### config.mk
export PLATFORM = sky130hd
export DESIGN_NAME = frac_div_top
export DESIGN_NICKNAME = d
export VERILOG_FILES = /design/src/include/fdiv_pkg.sv /design/src/include/frame_if.sv /design/src/core/spi_frame_rx.sv /design/src/core/ratio_divider.sv /design/src/core/frac_div_top.sv
export SDC_FILE = /design/constraint.sdc
export NUM_CORES = 1
export LEC_CHECK = 0
export BUFFER_PORTS_ARGS = -buffer_cell sky130_fd_sc_hd__clkbuf_2
export CAP_MARGIN = 20
export CORE_ASPECT_RATIO = 0.75
export CORE_MARGIN = 2
export CORE_UTILIZATION = 30
export DETAILED_ROUTE_END_ITERATION = 10
export HOLD_SLACK_MARGIN = 0.08
export SYNTH_ARGS = -nofsm -noshare
export SYNTH_HDL_FRONTEND = slang
export SYNTH_SLANG_ARGS = --single-unit
### constraint.sdc
create_clock -name CORE_CLK_I -period 7.95 [get_ports CORE_CLK_I]
set_input_delay 1.1925 -clock CORE_CLK_I [delete_from_list [all_inputs] [get_ports CORE_CLK_I]]
set_output_delay 1.1925 -clock CORE_CLK_I [all_outputs]
set_load 0.01 [all_outputs]
### src/include/fdiv_pkg.sv
package fdiv_pkg;
	localparam int FRAME_BITS = 34;
	localparam int HDR_BITS = 10;
	localparam int DATA_W = 24;
	localparam int CHIP_W = 3;
	localparam int REG_W = 6;
	localparam logic [5:0] REG_IDENT = 6'h00;
	localparam logic [5:0] REG_REFDIV = 6'h02;
	localparam logic [5:0] REG_INT = 6'h05;
	localparam logic [5:0] REG_FRAC = 6'h06;
	localparam logic [5:0] REG_COMP = 6'h09;
	localparam logic [5:0] REG_MODE = 6'h1f;
	localparam logic [5:0] COMP_REFDIV_REG = 6'h02;
	localparam int PW_LSB = 12;
	localparam int PW_W = 3;
	localparam int SOFT_RST_BIT = 5;
	localparam int MODE_FRAC_BIT = 0;
	localparam int MODE_RUN_BIT = 1;
	localparam int INT_W = 20;
	localparam int REFDIV_W = 14;
	localparam int FRAC_W = 24;
	localparam logic [2:0] PW_RST = 3'h3;
	localparam logic [19:0] INT_RST = 20'h00020;
	localparam logic [13:0] REFDIV_RST = 14'h0001;
	localparam logic [23:0] FRAC_RST = 24'h000000;
	localparam logic [2:0] STRAP_RST = 3'h7;
	localparam logic [1:0] STRAP_WAIT = 2'h3;
	localparam logic [1:0] MODE_RST = 2'h2;
	localparam logic [20:0] INT_MIN = 21'h000020;
	localparam logic [20:0] INT_MAX = 21'h0fffff;
	localparam logic [20:0] FRAC_MIN = 21'h000024;
	localparam logic [20:0] FRAC_MAX = 21'h0ffffb;
endpackage

### src/include/frame_if.sv
`timescale 1ns/1ps
interface frame_if;
	logic hdr_stb;
	logic wr_stb;
	logic rd;
	logic active;
	logic sdo;
	logic [2:0] chip;
	logic [5:0] regad;
	logic [23:0] wdata;
	logic [23:0] rdata;
	modport rx
	(
		output hdr_stb, wr_stb, rd, active, sdo, chip, regad, wdata,
		input rdata
	);
	modport core
	(
		input hdr_stb, wr_stb, rd, active, sdo, chip, regad, wdata,
		output rdata
	);
endinterface

### src/core/spi_frame_rx.sv
`timescale 1ns/1ps
module spi_frame_rx
(
	input wire logic clk_i,
	input wire logic rst_n_i,
	input wire logic sck_i,
	input wire logic sdi_i,
	input wire logic csn_i,
	frame_if.rx fr
);
	logic [1:0] sck_m, sdi_m, csn_m;
	logic sck_d;
	logic [5:0] bitcnt;
	logic [32:0] shreg;
	logic [23:0] txsh;
	logic rise, fall, sel;

	// Pins are asynchronous; the first stage feeds only the second.
	always_ff @(posedge clk_i or negedge rst_n_i)
	begin
		if (!rst_n_i)
		begin
			sck_m <= 2'h0;
			sdi_m <= 2'h0;
			csn_m <= 2'h3;
			sck_d <= 1'b0;
		end
		else
		begin
			sck_m <= {sck_m[0], sck_i};
			sdi_m <= {sdi_m[0], sdi_i};
			csn_m <= {csn_m[0], csn_i};
			sck_d <= sck_m[1];
		end
	end

	assign rise = sck_m[1] & ~sck_d;
	assign fall = ~sck_m[1] & sck_d;
	assign sel = ~csn_m[1];
	assign fr.active = sel;

	always_ff @(posedge clk_i or negedge rst_n_i)
	begin
		if (!rst_n_i)
		begin
			bitcnt <= 6'h00;
			shreg <= 33'h0;
			fr.hdr_stb <= 1'b0;
			fr.wr_stb <= 1'b0;
			fr.rd <= 1'b0;
			fr.chip <= 3'h0;
			fr.regad <= 6'h00;
			fr.wdata <= 24'h000000;
		end
		else
		begin
			fr.hdr_stb <= 1'b0;
			fr.wr_stb <= 1'b0;
			if (!sel)
			begin
				bitcnt <= 6'h00;
				fr.rd <= 1'b0;
			end
			else if (rise && bitcnt < 6'(fdiv_pkg::FRAME_BITS))
			begin
				shreg <= {shreg[31:0], sdi_m[1]};
				bitcnt <= bitcnt + 6'h01;
				// Header order is write/read flag, register, chip address.
				// chip field captured
				if (bitcnt == 6'(fdiv_pkg::HDR_BITS - 1))
				begin
					fr.hdr_stb <= 1'b1;
					fr.rd <= shreg[8];
					fr.regad <= shreg[7:2];
					fr.chip <= {shreg[1:0], sdi_m[1]};
				end
				if (bitcnt == 6'(fdiv_pkg::FRAME_BITS - 1) && !fr.rd)
				begin
					fr.wr_stb <= 1'b1;
					fr.wdata <= {shreg[22:0], sdi_m[1]};
				end
			end
		end
	end

	// Read data changes on falling clock so the host samples it stable.
	always_ff @(posedge clk_i or negedge rst_n_i)
	begin
		if (!rst_n_i)
		begin
			txsh <= 24'h000000;
			fr.sdo <= 1'b0;
		end
		else if (fr.hdr_stb)
			txsh <= fr.rdata;
		else if (fall && fr.rd && bitcnt >= 6'(fdiv_pkg::HDR_BITS))
		begin
			fr.sdo <= txsh[23];
			txsh <= {txsh[22:0], 1'b0};
		end
	end
endmodule

### src/core/ratio_divider.sv
`timescale 1ns/1ps
module ratio_divider
(
	input wire logic clk_i,
	input wire logic rst_n_i,
	input wire logic run_i,
	input wire logic frac_i,
	input wire logic [19:0] ratio_i,
	input wire logic [23:0] frac_word_i,
	input wire logic [2:0] pw_i,
	output logic pos_o,
	output logic neg_o
);
	logic [20:0] lim, period, cnt;
	logic [23:0] acc;
	logic carry, raw, rt, wrap;
	logic [3:0] hi_cnt;

	always_comb
	begin
		lim = {1'b0, ratio_i};
		if (frac_i)
		begin
			if (lim < fdiv_pkg::FRAC_MIN)
				lim = fdiv_pkg::FRAC_MIN;
			else if (lim > fdiv_pkg::FRAC_MAX)
				lim = fdiv_pkg::FRAC_MAX;
		end
		else if (lim < fdiv_pkg::INT_MIN)
			lim = fdiv_pkg::INT_MIN;
	end

	assign period = lim + {20'h0, carry};
	assign wrap = cnt >= period - 21'h1;

	// First-order accumulation; its carry stretches one output period.
	always_ff @(posedge clk_i or negedge rst_n_i)
	begin
		if (!rst_n_i)
		begin
			cnt <= 21'h0;
			acc <= 24'h000000;
			carry <= 1'b0;
		end
		else if (!run_i)
		begin
			cnt <= 21'h0;
			carry <= 1'b0;
		end
		else if (wrap)
		begin
			cnt <= 21'h0;
			{carry, acc} <= frac_i ? {1'b0, acc} + {1'b0, frac_word_i}
				: 25'h0;
		end
		else
			cnt <= cnt + 21'h1;
	end

	// only the leading edge passes the retime stage
	always_ff @(posedge clk_i or negedge rst_n_i)
	begin
		if (!rst_n_i)
		begin
			raw <= 1'b0;
			rt <= 1'b0;
		end
		else
		begin
			raw <= run_i && cnt <= {18'h0, pw_i} + 21'h1;
			rt <= raw;
		end
	end

	// The trailing edge follows raw directly and is not cleaned.
	assign pos_o = raw & rt;
	assign neg_o = ~pos_o;

	always_ff @(posedge clk_i or negedge rst_n_i)
	begin
		if (!rst_n_i)
			hi_cnt <= 4'h0;
		else
			hi_cnt <= pos_o ? hi_cnt + 4'h1 : 4'h0;
	end

	ratio_range_a: assert property (@(posedge clk_i) disable iff (!rst_n_i)
		lim >= fdiv_pkg::INT_MIN && (!frac_i ||
		(lim >= fdiv_pkg::FRAC_MIN && lim <= fdiv_pkg::FRAC_MAX)))
		else $error("effective ratio out of range");
	pulse_width_a: assert property (@(posedge clk_i) disable iff (!rst_n_i)
		$fell(pos_o) && pw_i == $past(pw_i, 10) && run_i |->
		hi_cnt == {1'b0, pw_i} + 4'h1)
		else $error("pulse width differs from setting");
	retimed_edge_a: assert property (@(posedge clk_i) disable iff (!rst_n_i)
		$rose(pos_o) |-> $past(raw) && $fell(neg_o))
		else $error("leading edge not retimed");
	pulse_seen_c: cover property (@(posedge clk_i) disable iff (!rst_n_i)
		$fell(pos_o) && frac_i);
endmodule

### src/core/frac_div_top.sv
`timescale 1ns/1ps
module frac_div_top
(
	input wire logic CORE_CLK_I,
	input wire logic RESETN_I,
	input wire logic SPI_SCK_I,
	input wire logic SPI_SDI_I,
	input wire logic SPI_CSN_I,
	input wire logic ADDR_STRAP_BIT0_I,
	input wire logic ADDR_STRAP_BIT1_I,
	input wire logic ADDR_STRAP_BIT2_I,
	output logic SDO_O,
	output logic SDO_OE_O,
	output logic DIV_OUT_POS_O,
	output logic DIV_OUT_NEG_O
);
	logic [1:0] rst_sync;
	logic rst_n;
	logic [2:0] strap_m, strap_s;
	logic [2:0] strap_addr;
	logic latch_pend;
	logic [1:0] latch_cnt;
	logic soft_rst;
	logic [2:0] pw;
	logic [19:0] int_ratio;
	logic [13:0] refdiv;
	logic [23:0] frac_word;
	logic [2:0] comp_addr;
	logic [1:0] mode;
	logic own_hit, comp_en, comp_hit;
	logic own_wr, comp_wr;

	frame_if fr ();

	always_ff @(posedge CORE_CLK_I or negedge RESETN_I)
	begin
		if (!RESETN_I)
			rst_sync <= 2'h0;
		else
			rst_sync <= {rst_sync[0], 1'b1};
	end

	assign rst_n = rst_sync[1];

	// The pins have internal pull-ups, so open pins arrive here as one.
	// strap pins to address bits
	always_ff @(posedge CORE_CLK_I or negedge rst_n)
	begin
		if (!rst_n)
		begin
			strap_m <= fdiv_pkg::STRAP_RST;
			strap_s <= fdiv_pkg::STRAP_RST;
		end
		else
		begin
			strap_m <= {ADDR_STRAP_BIT2_I, ADDR_STRAP_BIT1_I,
				ADDR_STRAP_BIT0_I};
			strap_s <= strap_m;
		end
	end

	// Capture stays open for three edges, so the last one sees pin values
	// that have passed both synchroniser stages rather than its reset value.
	// latched only after a reset
	always_ff @(posedge CORE_CLK_I or negedge rst_n)
	begin
		if (!rst_n)
			latch_cnt <= fdiv_pkg::STRAP_WAIT;
		else if (soft_rst)
			latch_cnt <= fdiv_pkg::STRAP_WAIT;
		else if (latch_cnt != 2'h0)
			latch_cnt <= latch_cnt - 2'h1;
	end

	assign latch_pend = latch_cnt != 2'h0;

	always_ff @(posedge CORE_CLK_I or negedge rst_n)
	begin
		if (!rst_n)
			strap_addr <= fdiv_pkg::STRAP_RST;
		else if (latch_pend)
			strap_addr <= strap_s;
	end

	// own frame only on address match
	assign own_hit = fr.chip == strap_addr;
	assign comp_en = comp_addr != strap_addr;
	assign comp_hit = comp_en && fr.chip == comp_addr;
	assign own_wr = fr.wr_stb && own_hit;
	assign comp_wr = fr.wr_stb && comp_hit &&
		fr.regad == fdiv_pkg::COMP_REFDIV_REG;

	always_ff @(posedge CORE_CLK_I or negedge rst_n)
	begin
		if (!rst_n)
			soft_rst <= 1'b0;
		else
			soft_rst <= own_wr && fr.regad == fdiv_pkg::REG_IDENT &&
				fr.wdata[fdiv_pkg::SOFT_RST_BIT];
	end

	always_ff @(posedge CORE_CLK_I or negedge rst_n)
	begin
		if (!rst_n)
			pw <= fdiv_pkg::PW_RST;
		else if (soft_rst)
			pw <= fdiv_pkg::PW_RST;
		else if (own_wr && fr.regad == fdiv_pkg::REG_IDENT)
			pw <= fr.wdata[fdiv_pkg::PW_LSB +: fdiv_pkg::PW_W];
	end

	always_ff @(posedge CORE_CLK_I or negedge rst_n)
	begin
		if (!rst_n)
			int_ratio <= fdiv_pkg::INT_RST;
		else if (soft_rst)
			int_ratio <= fdiv_pkg::INT_RST;
		else if (own_wr && fr.regad == fdiv_pkg::REG_INT)
			int_ratio <= fr.wdata[fdiv_pkg::INT_W-1:0];
	end

	always_ff @(posedge CORE_CLK_I or negedge rst_n)
	begin
		if (!rst_n)
			refdiv <= fdiv_pkg::REFDIV_RST;
		else if (soft_rst)
			refdiv <= fdiv_pkg::REFDIV_RST;
		else if (comp_wr ||
			(own_wr && fr.regad == fdiv_pkg::REG_REFDIV))
			refdiv <= fr.wdata[fdiv_pkg::REFDIV_W-1:0];
	end

	always_ff @(posedge CORE_CLK_I or negedge rst_n)
	begin
		if (!rst_n)
			frac_word <= fdiv_pkg::FRAC_RST;
		else if (soft_rst)
			frac_word <= fdiv_pkg::FRAC_RST;
		else if (own_wr && fr.regad == fdiv_pkg::REG_FRAC)
			frac_word <= fr.wdata;
	end

	// Loading the strap value here keeps watching off until software
	// names a real companion.
	// companion address register
	always_ff @(posedge CORE_CLK_I or negedge rst_n)
	begin
		if (!rst_n)
			comp_addr <= fdiv_pkg::STRAP_RST;
		else if (latch_pend)
			comp_addr <= strap_s;
		else if (own_wr && fr.regad == fdiv_pkg::REG_COMP)
			comp_addr <= fr.wdata[2:0];
	end

	always_ff @(posedge CORE_CLK_I or negedge rst_n)
	begin
		if (!rst_n)
			mode <= fdiv_pkg::MODE_RST;
		else if (soft_rst)
			mode <= fdiv_pkg::MODE_RST;
		else if (own_wr && fr.regad == fdiv_pkg::REG_MODE)
			mode <= fr.wdata[1:0];
	end

	always_comb
	begin
		case (fr.regad)
			fdiv_pkg::REG_IDENT:
				fr.rdata = {9'h0, pw, 9'h0, strap_addr};
			fdiv_pkg::REG_REFDIV:
				fr.rdata = {10'h0, refdiv};
			fdiv_pkg::REG_INT:
				fr.rdata = {4'h0, int_ratio};
			fdiv_pkg::REG_FRAC:
				fr.rdata = frac_word;
			fdiv_pkg::REG_COMP:
				fr.rdata = {21'h0, comp_addr};
			fdiv_pkg::REG_MODE:
				fr.rdata = {22'h0, mode};
			default:
				fr.rdata = 24'h000000;
		endcase
	end

	// drive the shared data line only when addressed
	assign SDO_OE_O = fr.active && fr.rd && own_hit;
	assign SDO_O = fr.sdo;

	spi_frame_rx u_rx
	(
		.clk_i(CORE_CLK_I),
		.rst_n_i(rst_n),
		.sck_i(SPI_SCK_I),
		.sdi_i(SPI_SDI_I),
		.csn_i(SPI_CSN_I),
		.fr(fr)
	);

	ratio_divider u_div
	(
		.clk_i(CORE_CLK_I),
		.rst_n_i(rst_n),
		.run_i(mode[fdiv_pkg::MODE_RUN_BIT]),
		.frac_i(mode[fdiv_pkg::MODE_FRAC_BIT]),
		.ratio_i(int_ratio),
		.frac_word_i(frac_word),
		.pw_i(pw),
		.pos_o(DIV_OUT_POS_O),
		.neg_o(DIV_OUT_NEG_O)
	);

	strap_hold_a: assert property (@(posedge CORE_CLK_I) disable iff (!rst_n)
		!$past(latch_pend) |-> $stable(strap_addr))
		else $error("strap address moved outside reset");
	strap_take_a: assert property (@(posedge CORE_CLK_I) disable iff (!rst_n)
		latch_pend |=> strap_addr == $past(strap_s))
		else $error("strap address not captured");
	comp_off_a: assert property (@(posedge CORE_CLK_I) disable iff (!rst_n)
		fr.wr_stb && comp_addr == strap_addr && !own_hit |=>
		$stable(refdiv))
		else $error("disabled companion watch changed register");
	foreign_ign_a: assert property (@(posedge CORE_CLK_I) disable iff (!rst_n)
		fr.wr_stb && !own_hit && !comp_hit |=> $stable(int_ratio)
		&& $stable(pw) && $stable(comp_addr) && $stable(refdiv)
		&& $stable(mode) && $stable(frac_word))
		else $error("foreign frame changed a register");
	comp_follow_a: assert property (@(posedge CORE_CLK_I) disable iff (!rst_n)
		comp_wr && !soft_rst |=> refdiv == $past(fr.wdata[13:0]))
		else $error("companion write not mirrored");
	int_write_a: assert property (@(posedge CORE_CLK_I) disable iff (!rst_n)
		own_wr && fr.regad == fdiv_pkg::REG_INT && !soft_rst |=>
		int_ratio == $past(fr.wdata[19:0]))
		else $error("integer ratio write lost");
	comp_write_a: assert property (@(posedge CORE_CLK_I) disable iff (!rst_n)
		own_wr && fr.regad == fdiv_pkg::REG_COMP && !latch_pend |=>
		comp_addr == $past(fr.wdata[2:0]))
		else $error("companion address write lost");
	sdo_own_a: assert property (@(posedge CORE_CLK_I) disable iff (!rst_n)
		SDO_OE_O |-> fr.chip == strap_addr && fr.rd && fr.active)
		else $error("data line driven for another device");
	pw_write_a: assert property (@(posedge CORE_CLK_I) disable iff (!rst_n)
		own_wr && fr.regad == fdiv_pkg::REG_IDENT && !soft_rst |=>
		pw == $past(fr.wdata[14:12]))
		else $error("pulse width write lost");

	own_write_c: cover property (@(posedge CORE_CLK_I) disable iff (!rst_n)
		own_wr && fr.regad == fdiv_pkg::REG_INT);
	comp_write_c: cover property (@(posedge CORE_CLK_I) disable iff (!rst_n)
		comp_wr);
	own_read_c: cover property (@(posedge CORE_CLK_I) disable iff (!rst_n)
		$rose(SDO_OE_O));
	foreign_c: cover property (@(posedge CORE_CLK_I) disable iff (!rst_n)
		fr.wr_stb && !own_hit && !comp_hit);
endmodule

### After elaboration in Yosys (flattened, before gate mapping)

Index checks and enable logic that the tools add are counted.

| storage, ports and cells | value |
|---|---|
| flip-flop bits (word level) | 225 |
| output and inout port bits | 4 |
| logic and storage cells | 139 |

| operators by class | value |
|---|---|
| $add $sub $neg | 7 |
| magnitude comparators | 7 |
| equal/unequal tests | 11 |
| muxes and demuxes | 37 |
| bitwise logic cells | 8 |
| reduce and logical (&&, ||, !) cells | 38 |

Operator list:

| kind | number |
|---|---|
| one-hot mux 24 bit (6 select lines) | 1 |
| 2-to-1 mux 20 bit | 5 |
| 2-to-1 mux 24 bit | 4 |
| 2-to-1 mux 21 bit | 3 |
| less-than comparator 20 x 6 -> 1 bit (second input constant) | 2 |
| 2-to-1 mux 14 bit | 2 |
| adder 24 x 24 -> 25 bit | 1 |
| 2-to-1 mux 25 bit | 1 |
| nonzero test 2 bit | 11 |
| adder 21 x 1 -> 21 bit | 1 |
| adder 21 x 1 -> 21 bit (second input constant) | 1 |
| greater-or-equal comparator 21 bit | 1 |
| <= comparator 21 bit | 1 |
| subtractor 21 x 1 -> 21 bit (second input constant) | 1 |
| > comparator 20 bit (second input constant) | 1 |
| logical AND 1 bit | 18 |
| equality test 6 x 3 -> 1 bit (second input constant) | 2 |
| equality test 6 x 4 -> 1 bit (second input constant) | 2 |
| 2-to-1 mux 3 bit | 4 |
| 2-to-1 mux 6 bit | 2 |
| 2-to-1 mux 1 bit | 11 |
| 2-to-1 mux 2 bit | 4 |
| AND reduction 2 bit | 4 |
| adder 6 x 1 -> 6 bit (second input constant) | 1 |
| 16 further kinds | 24 |

### Depth between registers and ports, before layout

| logic depth | value |
|---|---|
| depth in word-level cells | 9 |
| depth in mapped cells | 23 |
| gate-level depth less buffers | 19 |

### By module

Synthesis repeated with hierarchy kept, for this count alone.

| second synthesis, totals | value |
|---|---|
| cells, all modules | 1252 |
| area, all modules | 12490.7 um^2 |

By module, submodules not included:

| module | instances | cells an instance | area each (um^2) |
|---|---|---|---|
| spi_frame_rx | 1 | 348 | 4428.0 |
| ratio_divider | 1 | 532 | 4423.0 |
| frac_div_top | 1 | 372 | 3639.7 |

### Least setup slack after synthesis

No wires, ideal clock.

| timing | value |
|---|---|
| path kind | register -> register |
| start | register int_ratio[7] |
| end | register u_div.acc[22] |
| arrival | 5.928 ns |
| required time | 7.884 ns |
| setup slack | 1.956 ns |
| stages on the path, launching flop included | 23 |
| period minus slack after synthesis | 5.994 ns |
| cells stage by stage | dfrtp_1 -> buf_6 -> or4_4 -> or4b_4 -> or3_4 -> o21ai_0 -> ha_1 -> ha_1 -> nand2_2 -> or2_1 -> buf_6 -> or4_4 -> xor2_1 -> ha_1 -> a21oi_1 -> o21ai_0 -> a221oi_1 -> o21ai_0 -> a2111oi_0 -> nand2b_1 -> clkbuf_1 -> clkbuf_1 -> a22o_1 |

| on the way | value |
|---|---|
| cells in the longest elaborated chain, start to end | 8 |

Ends and longest elaborated chain:

| what | RTL line | RTL |
|---|---|---|
| start, declared | frac_div_top.sv:25 | `logic [19:0] int_ratio;` |
| start signal, assigned | frac_div_top.sv:115 | `int_ratio <= fdiv_pkg::INT_RST;` |
| start signal, assigned | frac_div_top.sv:117 | `int_ratio <= fdiv_pkg::INT_RST;` |
| start signal, assigned | frac_div_top.sv:119 | `int_ratio <= fr.wdata[fdiv_pkg::INT_W-1:0];` |
| > comparator 20 bit | ratio_divider.sv:26 | `else if (lim > fdiv_pkg::FRAC_MAX)` |
| 2-to-1 mux 20 bit | ratio_divider.sv:26 |  |
| 2-to-1 mux 20 bit | ratio_divider.sv:24 | `if (lim < fdiv_pkg::FRAC_MIN)` |
| 2-to-1 mux 21 bit * | ratio_divider.sv:22 | `if (frac_i)` |
| adder 21 x 1 -> 21 bit * | ratio_divider.sv:33 | `assign period = lim + {20'h0, carry};` |
| subtractor 21 x 1 -> 21 bit * | ratio_divider.sv:34 | `assign wrap = cnt >= period - 21'h1;` |
| greater-or-equal comparator 21 bit * | ratio_divider.sv:34 |  |
| AND reduction 2 bit (no line) * | - |  |
| end signal, assigned | ratio_divider.sv:53 | `{carry, acc} <= frac_i ? {1'b0, acc} + {1'b0, frac_word_i}` |
| end, declared | ratio_divider.sv:15 | `logic [23:0] acc;` |

Every way passes the cells marked *; elsewhere a longest branch is shown, timed or not.
A chain may end at the register's enable or synchronous reset.

### Final worst setup path

| timing | value |
|---|---|
| start | register int_ratio[9] |
| end | register u_div.acc[19] |

The elaborated chain is that of the path after synthesis.

==> metrics.yaml <==
clock_network:
  clock_latency_ns: 0.53
  cts_num_sinks: 225
  cts.repair.resized: 0
  cts_tree: "done"
  path_clk_slew_ns: 0.07
  htreeDepth: 1
  cts_buffers: 22
  cts_max_path_buffers: 3
  cts_root_buf: "clkbuf_16"
  ctsHoldBuffers: 0
  post_cts_buffers: 0
setup_path:
  cp.required_ns: 8.36
  crit_start: "int_ratio[9]$_DFFE_PN0P_"
  startpoint_type: "flop"
  worst_path_max_delay_cell: "or4_4"
  worstPathMaxFanout: 32
  r2r-start: "int_ratio[9]$_DFFE_PN0P_"
  crit_type: "reg -> reg"
  crit_chain: "or4_4 > or4b_4 > or3_4 > o21ai_0 > ha_1 > ha_1 > nand2_2 > or2_1 > or4_4 > xor2_1 > ha_1 > a21oi_1 > o21ai_0 > a221oi_1 > o21ai_0 > a2111oi_1 > buf_4 > nand2b_1 > buf_4 > nor2_1 > a22o_1"
  critPathArrivalTime_ns: 7.01
  critPathMaxStageDelay_ns: 0.60
  worst_setup_path_end_kind: "flop"
synthesis:
  yosys_warnings: 0
  synth_flop_cell: "dfrtp_1"
  synth_seq_cells: 225
  syn_area_mm2: 0.0116
  synth_cell_types: 72
  synthArstFlopShare_pct: 100
  ys_seq_area_share_pct: 48.8
  synth_edf_count: 0
  avgSynthCellArea_um2: 10.3
  postSynthCellCount: 1129
placed_design:
  dp.cells: 1611
  placed_area_mm2: 0.0122
  hpwl_mm: 19.6
  globalplace.congestion: 0.905
  io_buffers: 11
  post-place-ws_ns: 1.44
timing:
  max-slew-margin-rel_pct: 25.3
  tns_ns: 0
  finClkSkew_ns: 0.0117
  grt_setup_unrepaired: "no"
  hold_viol_final: 0
  setup_viol: 0
  min_period_ns: 6.60
  max_freq_mhz: 152
  maxSlewViolCount: 0
  worstMarginPinSlew_ns: 1.12
  timing.final.ws_setup_ns: 1.35
  layout_worst_path_cycle_share_pct: 83.0
route:
  ant_nets: 0
  drcViolationCount: 0
  drt-wirelength-per-cell_um: 17.1
  totalWireLength_mm: 28.3
  drt-pass1-iter-count: 7
  drt_iter0_markers: 961
  via_count: 8478
  vias_per_cell: 5.14
pwr:
  cellPowerDensity_mw_per_mm2: 176
  power_mw: 2.28
  power.leakage_nw: 5.61
  max-vdd-ir-drop_mv: 0.131
final_layout:
  final_cells: 1651
  diodes: 0
  drive_above_1_share_pct: 14.2
  final_nets: 1190
  area_delta_synth_final_pct: 11.7
  fin_area_mm2: 0.0130
grt:
  antenna_found_initial: 0
  grt_use_total_pct: 14.2
  grt_max_degree: 78
  grt_pass1_vias: 8116
  grt_pass1_wl_mm: 46.1
  grt_overflow: 0
floorplanning:
  start_util_pct: 30.4
  io_pins: 12
  dieArea_mm2: 0.0403
  die_height_um: 174
  rows: 62
  core_mm2: 0.0382
  chipWidth_um: 231
run:
  max_cap_violations: 0
run_status:
  status: "completed"
min_path:
  hold_class: "reg -> async"
==> power by group <==
part,internal [mW],switching [mW]
Sequential,1.17,0.0250
Combinational,0.0207,0.0294
Clock,0.584,0.449
Total,1.78,0.503
==> synthesized netlist by cell type, types with 25 or more instances <==
cell type  count  area share, %
nor2_1        85            2.8
nand2_1      154            5.0
inv_1         25           0.81
ha_1          57            6.2
clkbuf_1      50            1.6
dfrtp_1      204             44
mux2i_1       47            4.1
nand3_1       27            1.2
xor2_1        27            2.0
xnor2_1       39            2.9
mux2_2        60            5.8
a21oi_1       80            3.5
o21ai_0       34            1.5
==> final cells by class <==
| cell class | count | area [um^2] |
|---|---|---|
| clock buffer | 33 | 632 |
| multi-input combinational | 824 | 5660 |
| timing repair buffer | 26 | 200 |
| clock inverter | 6 | 68.8 |
| tap | 512 | 641 |
| inverter | 25 | 93.8 |
| fill | 3856 | 25200 |
| sequential | 225 | 5660 |
==> worst max-delay path, delay by kind of cell, from the launching register on <==
kind | cells | cell delay [ns]
AOI/OAI and AO/OA | 7 | 1.37
xor gates and xnor gates | 1 | 0.16
adders and majority gates | 3 | 0.79
buffers and inverters | 2 | 0.64
DFF | 1 | 0.44
and+or+nand+nor | 8 | 3.08
==> layout by cell type (no fill, tap or decap), drive strengths merged, types with 6 or more instances in the layout <==
| master | n |
|---|---|
| inv | 25 |
| dfstp | 21 |
| o211ai | 6 |
| o21ai | 34 |
| a21oi | 80 |
| mux2 | 60 |
| nand3 | 27 |
| nor3 | 21 |
| xnor2 | 39 |
| and3 | 14 |
| nand2b | 8 |
| clkbuf | 44 |
| o22ai | 19 |
| a211oi | 6 |
| a222oi | 10 |
| o31ai | 15 |
| xor2 | 27 |
| buf | 15 |
| a21o | 6 |
| nor2 | 85 |
| dfrtp | 204 |
| nand2 | 155 |
| a22oi | 7 |
| a221oi | 7 |
| nand4 | 14 |
| mux2i | 47 |
| nor4 | 7 |
| ha | 57 |
==> sequential cells by signal, indices dropped and copies added (netlist names), 6 cells and up <==
register / flops
frac_word: 24
int_ratio: 20
refdiv: 14
u_div.acc: 24
u_div.cnt: 21
u_rx.bitcnt: 6
u_rx.fr.regad: 6
u_rx.fr.wdata: 24
u_rx.shreg: 23
u_rx.txsh: 24
==> through the flow <==
step	hold WS [ns]	util [%]
global placement	0.179	32.0
global route	0.204	33.9
detailed placement	0.182	32.1
CTS	0.188	33.9
floorplan	0.331	-
finish	0.178	33.9
==> layer usage <==
metal	up-vias	share of wire [%]	wire length [um]	track usage [%]
met5	-	0	0	0
met4	0	1.7	492	3.31
met3	35	7.7	2170	2.46
met2	259	40	11300	19.2
met1	4159	51	14400	23.0
li1	4025	-	-	-
==> path summary, 6_finish.rpt <==
| path | depth (start not counted) | endpoint | slack [ns] |
|---|---|---|---|
| max in group asynchronous | 2 | u_rx.txsh[14]$_DFFE_PN0P_ | 5.79 |
| min | 0 | u_rx.sdi_m[1]$_DFF_PN0_ | 0.18 |
| max | 21 | u_div.acc[19]$_DFFE_PN0P_ | 1.35 |
| min reg2reg | 0 | u_rx.sdi_m[1]$_DFF_PN0_ | 0.18 |
| min in group CORE_CLK_I | 0 | u_rx.sdi_m[1]$_DFF_PN0_ | 0.35 |
| max reg2reg | 21 | u_div.acc[19]$_DFFE_PN0P_ | 1.35 |
==> kinds of logic (layout without fill, tap and decap cells) <==
logic type / count (synthesis) / count (layout) / share of synthesized area (%)
multiplexers: 107 / 107 / 9.88
AND/OR/NAND/NOR: 365 / 365 / 14.7
adder cells (fa/ha/maj): 58 / 58 / 6.32
AO/OA/AOI/OAI: 226 / 226 / 12.5
XOR/XNOR: 66 / 66 / 4.98
buffers and inverters: 81 / 90 / 2.79
other: 1 / 2 / 0.0323
flip-flops: 225 / 225 / 48.8
Note: power is estimated with default switching activity, not from simulation.
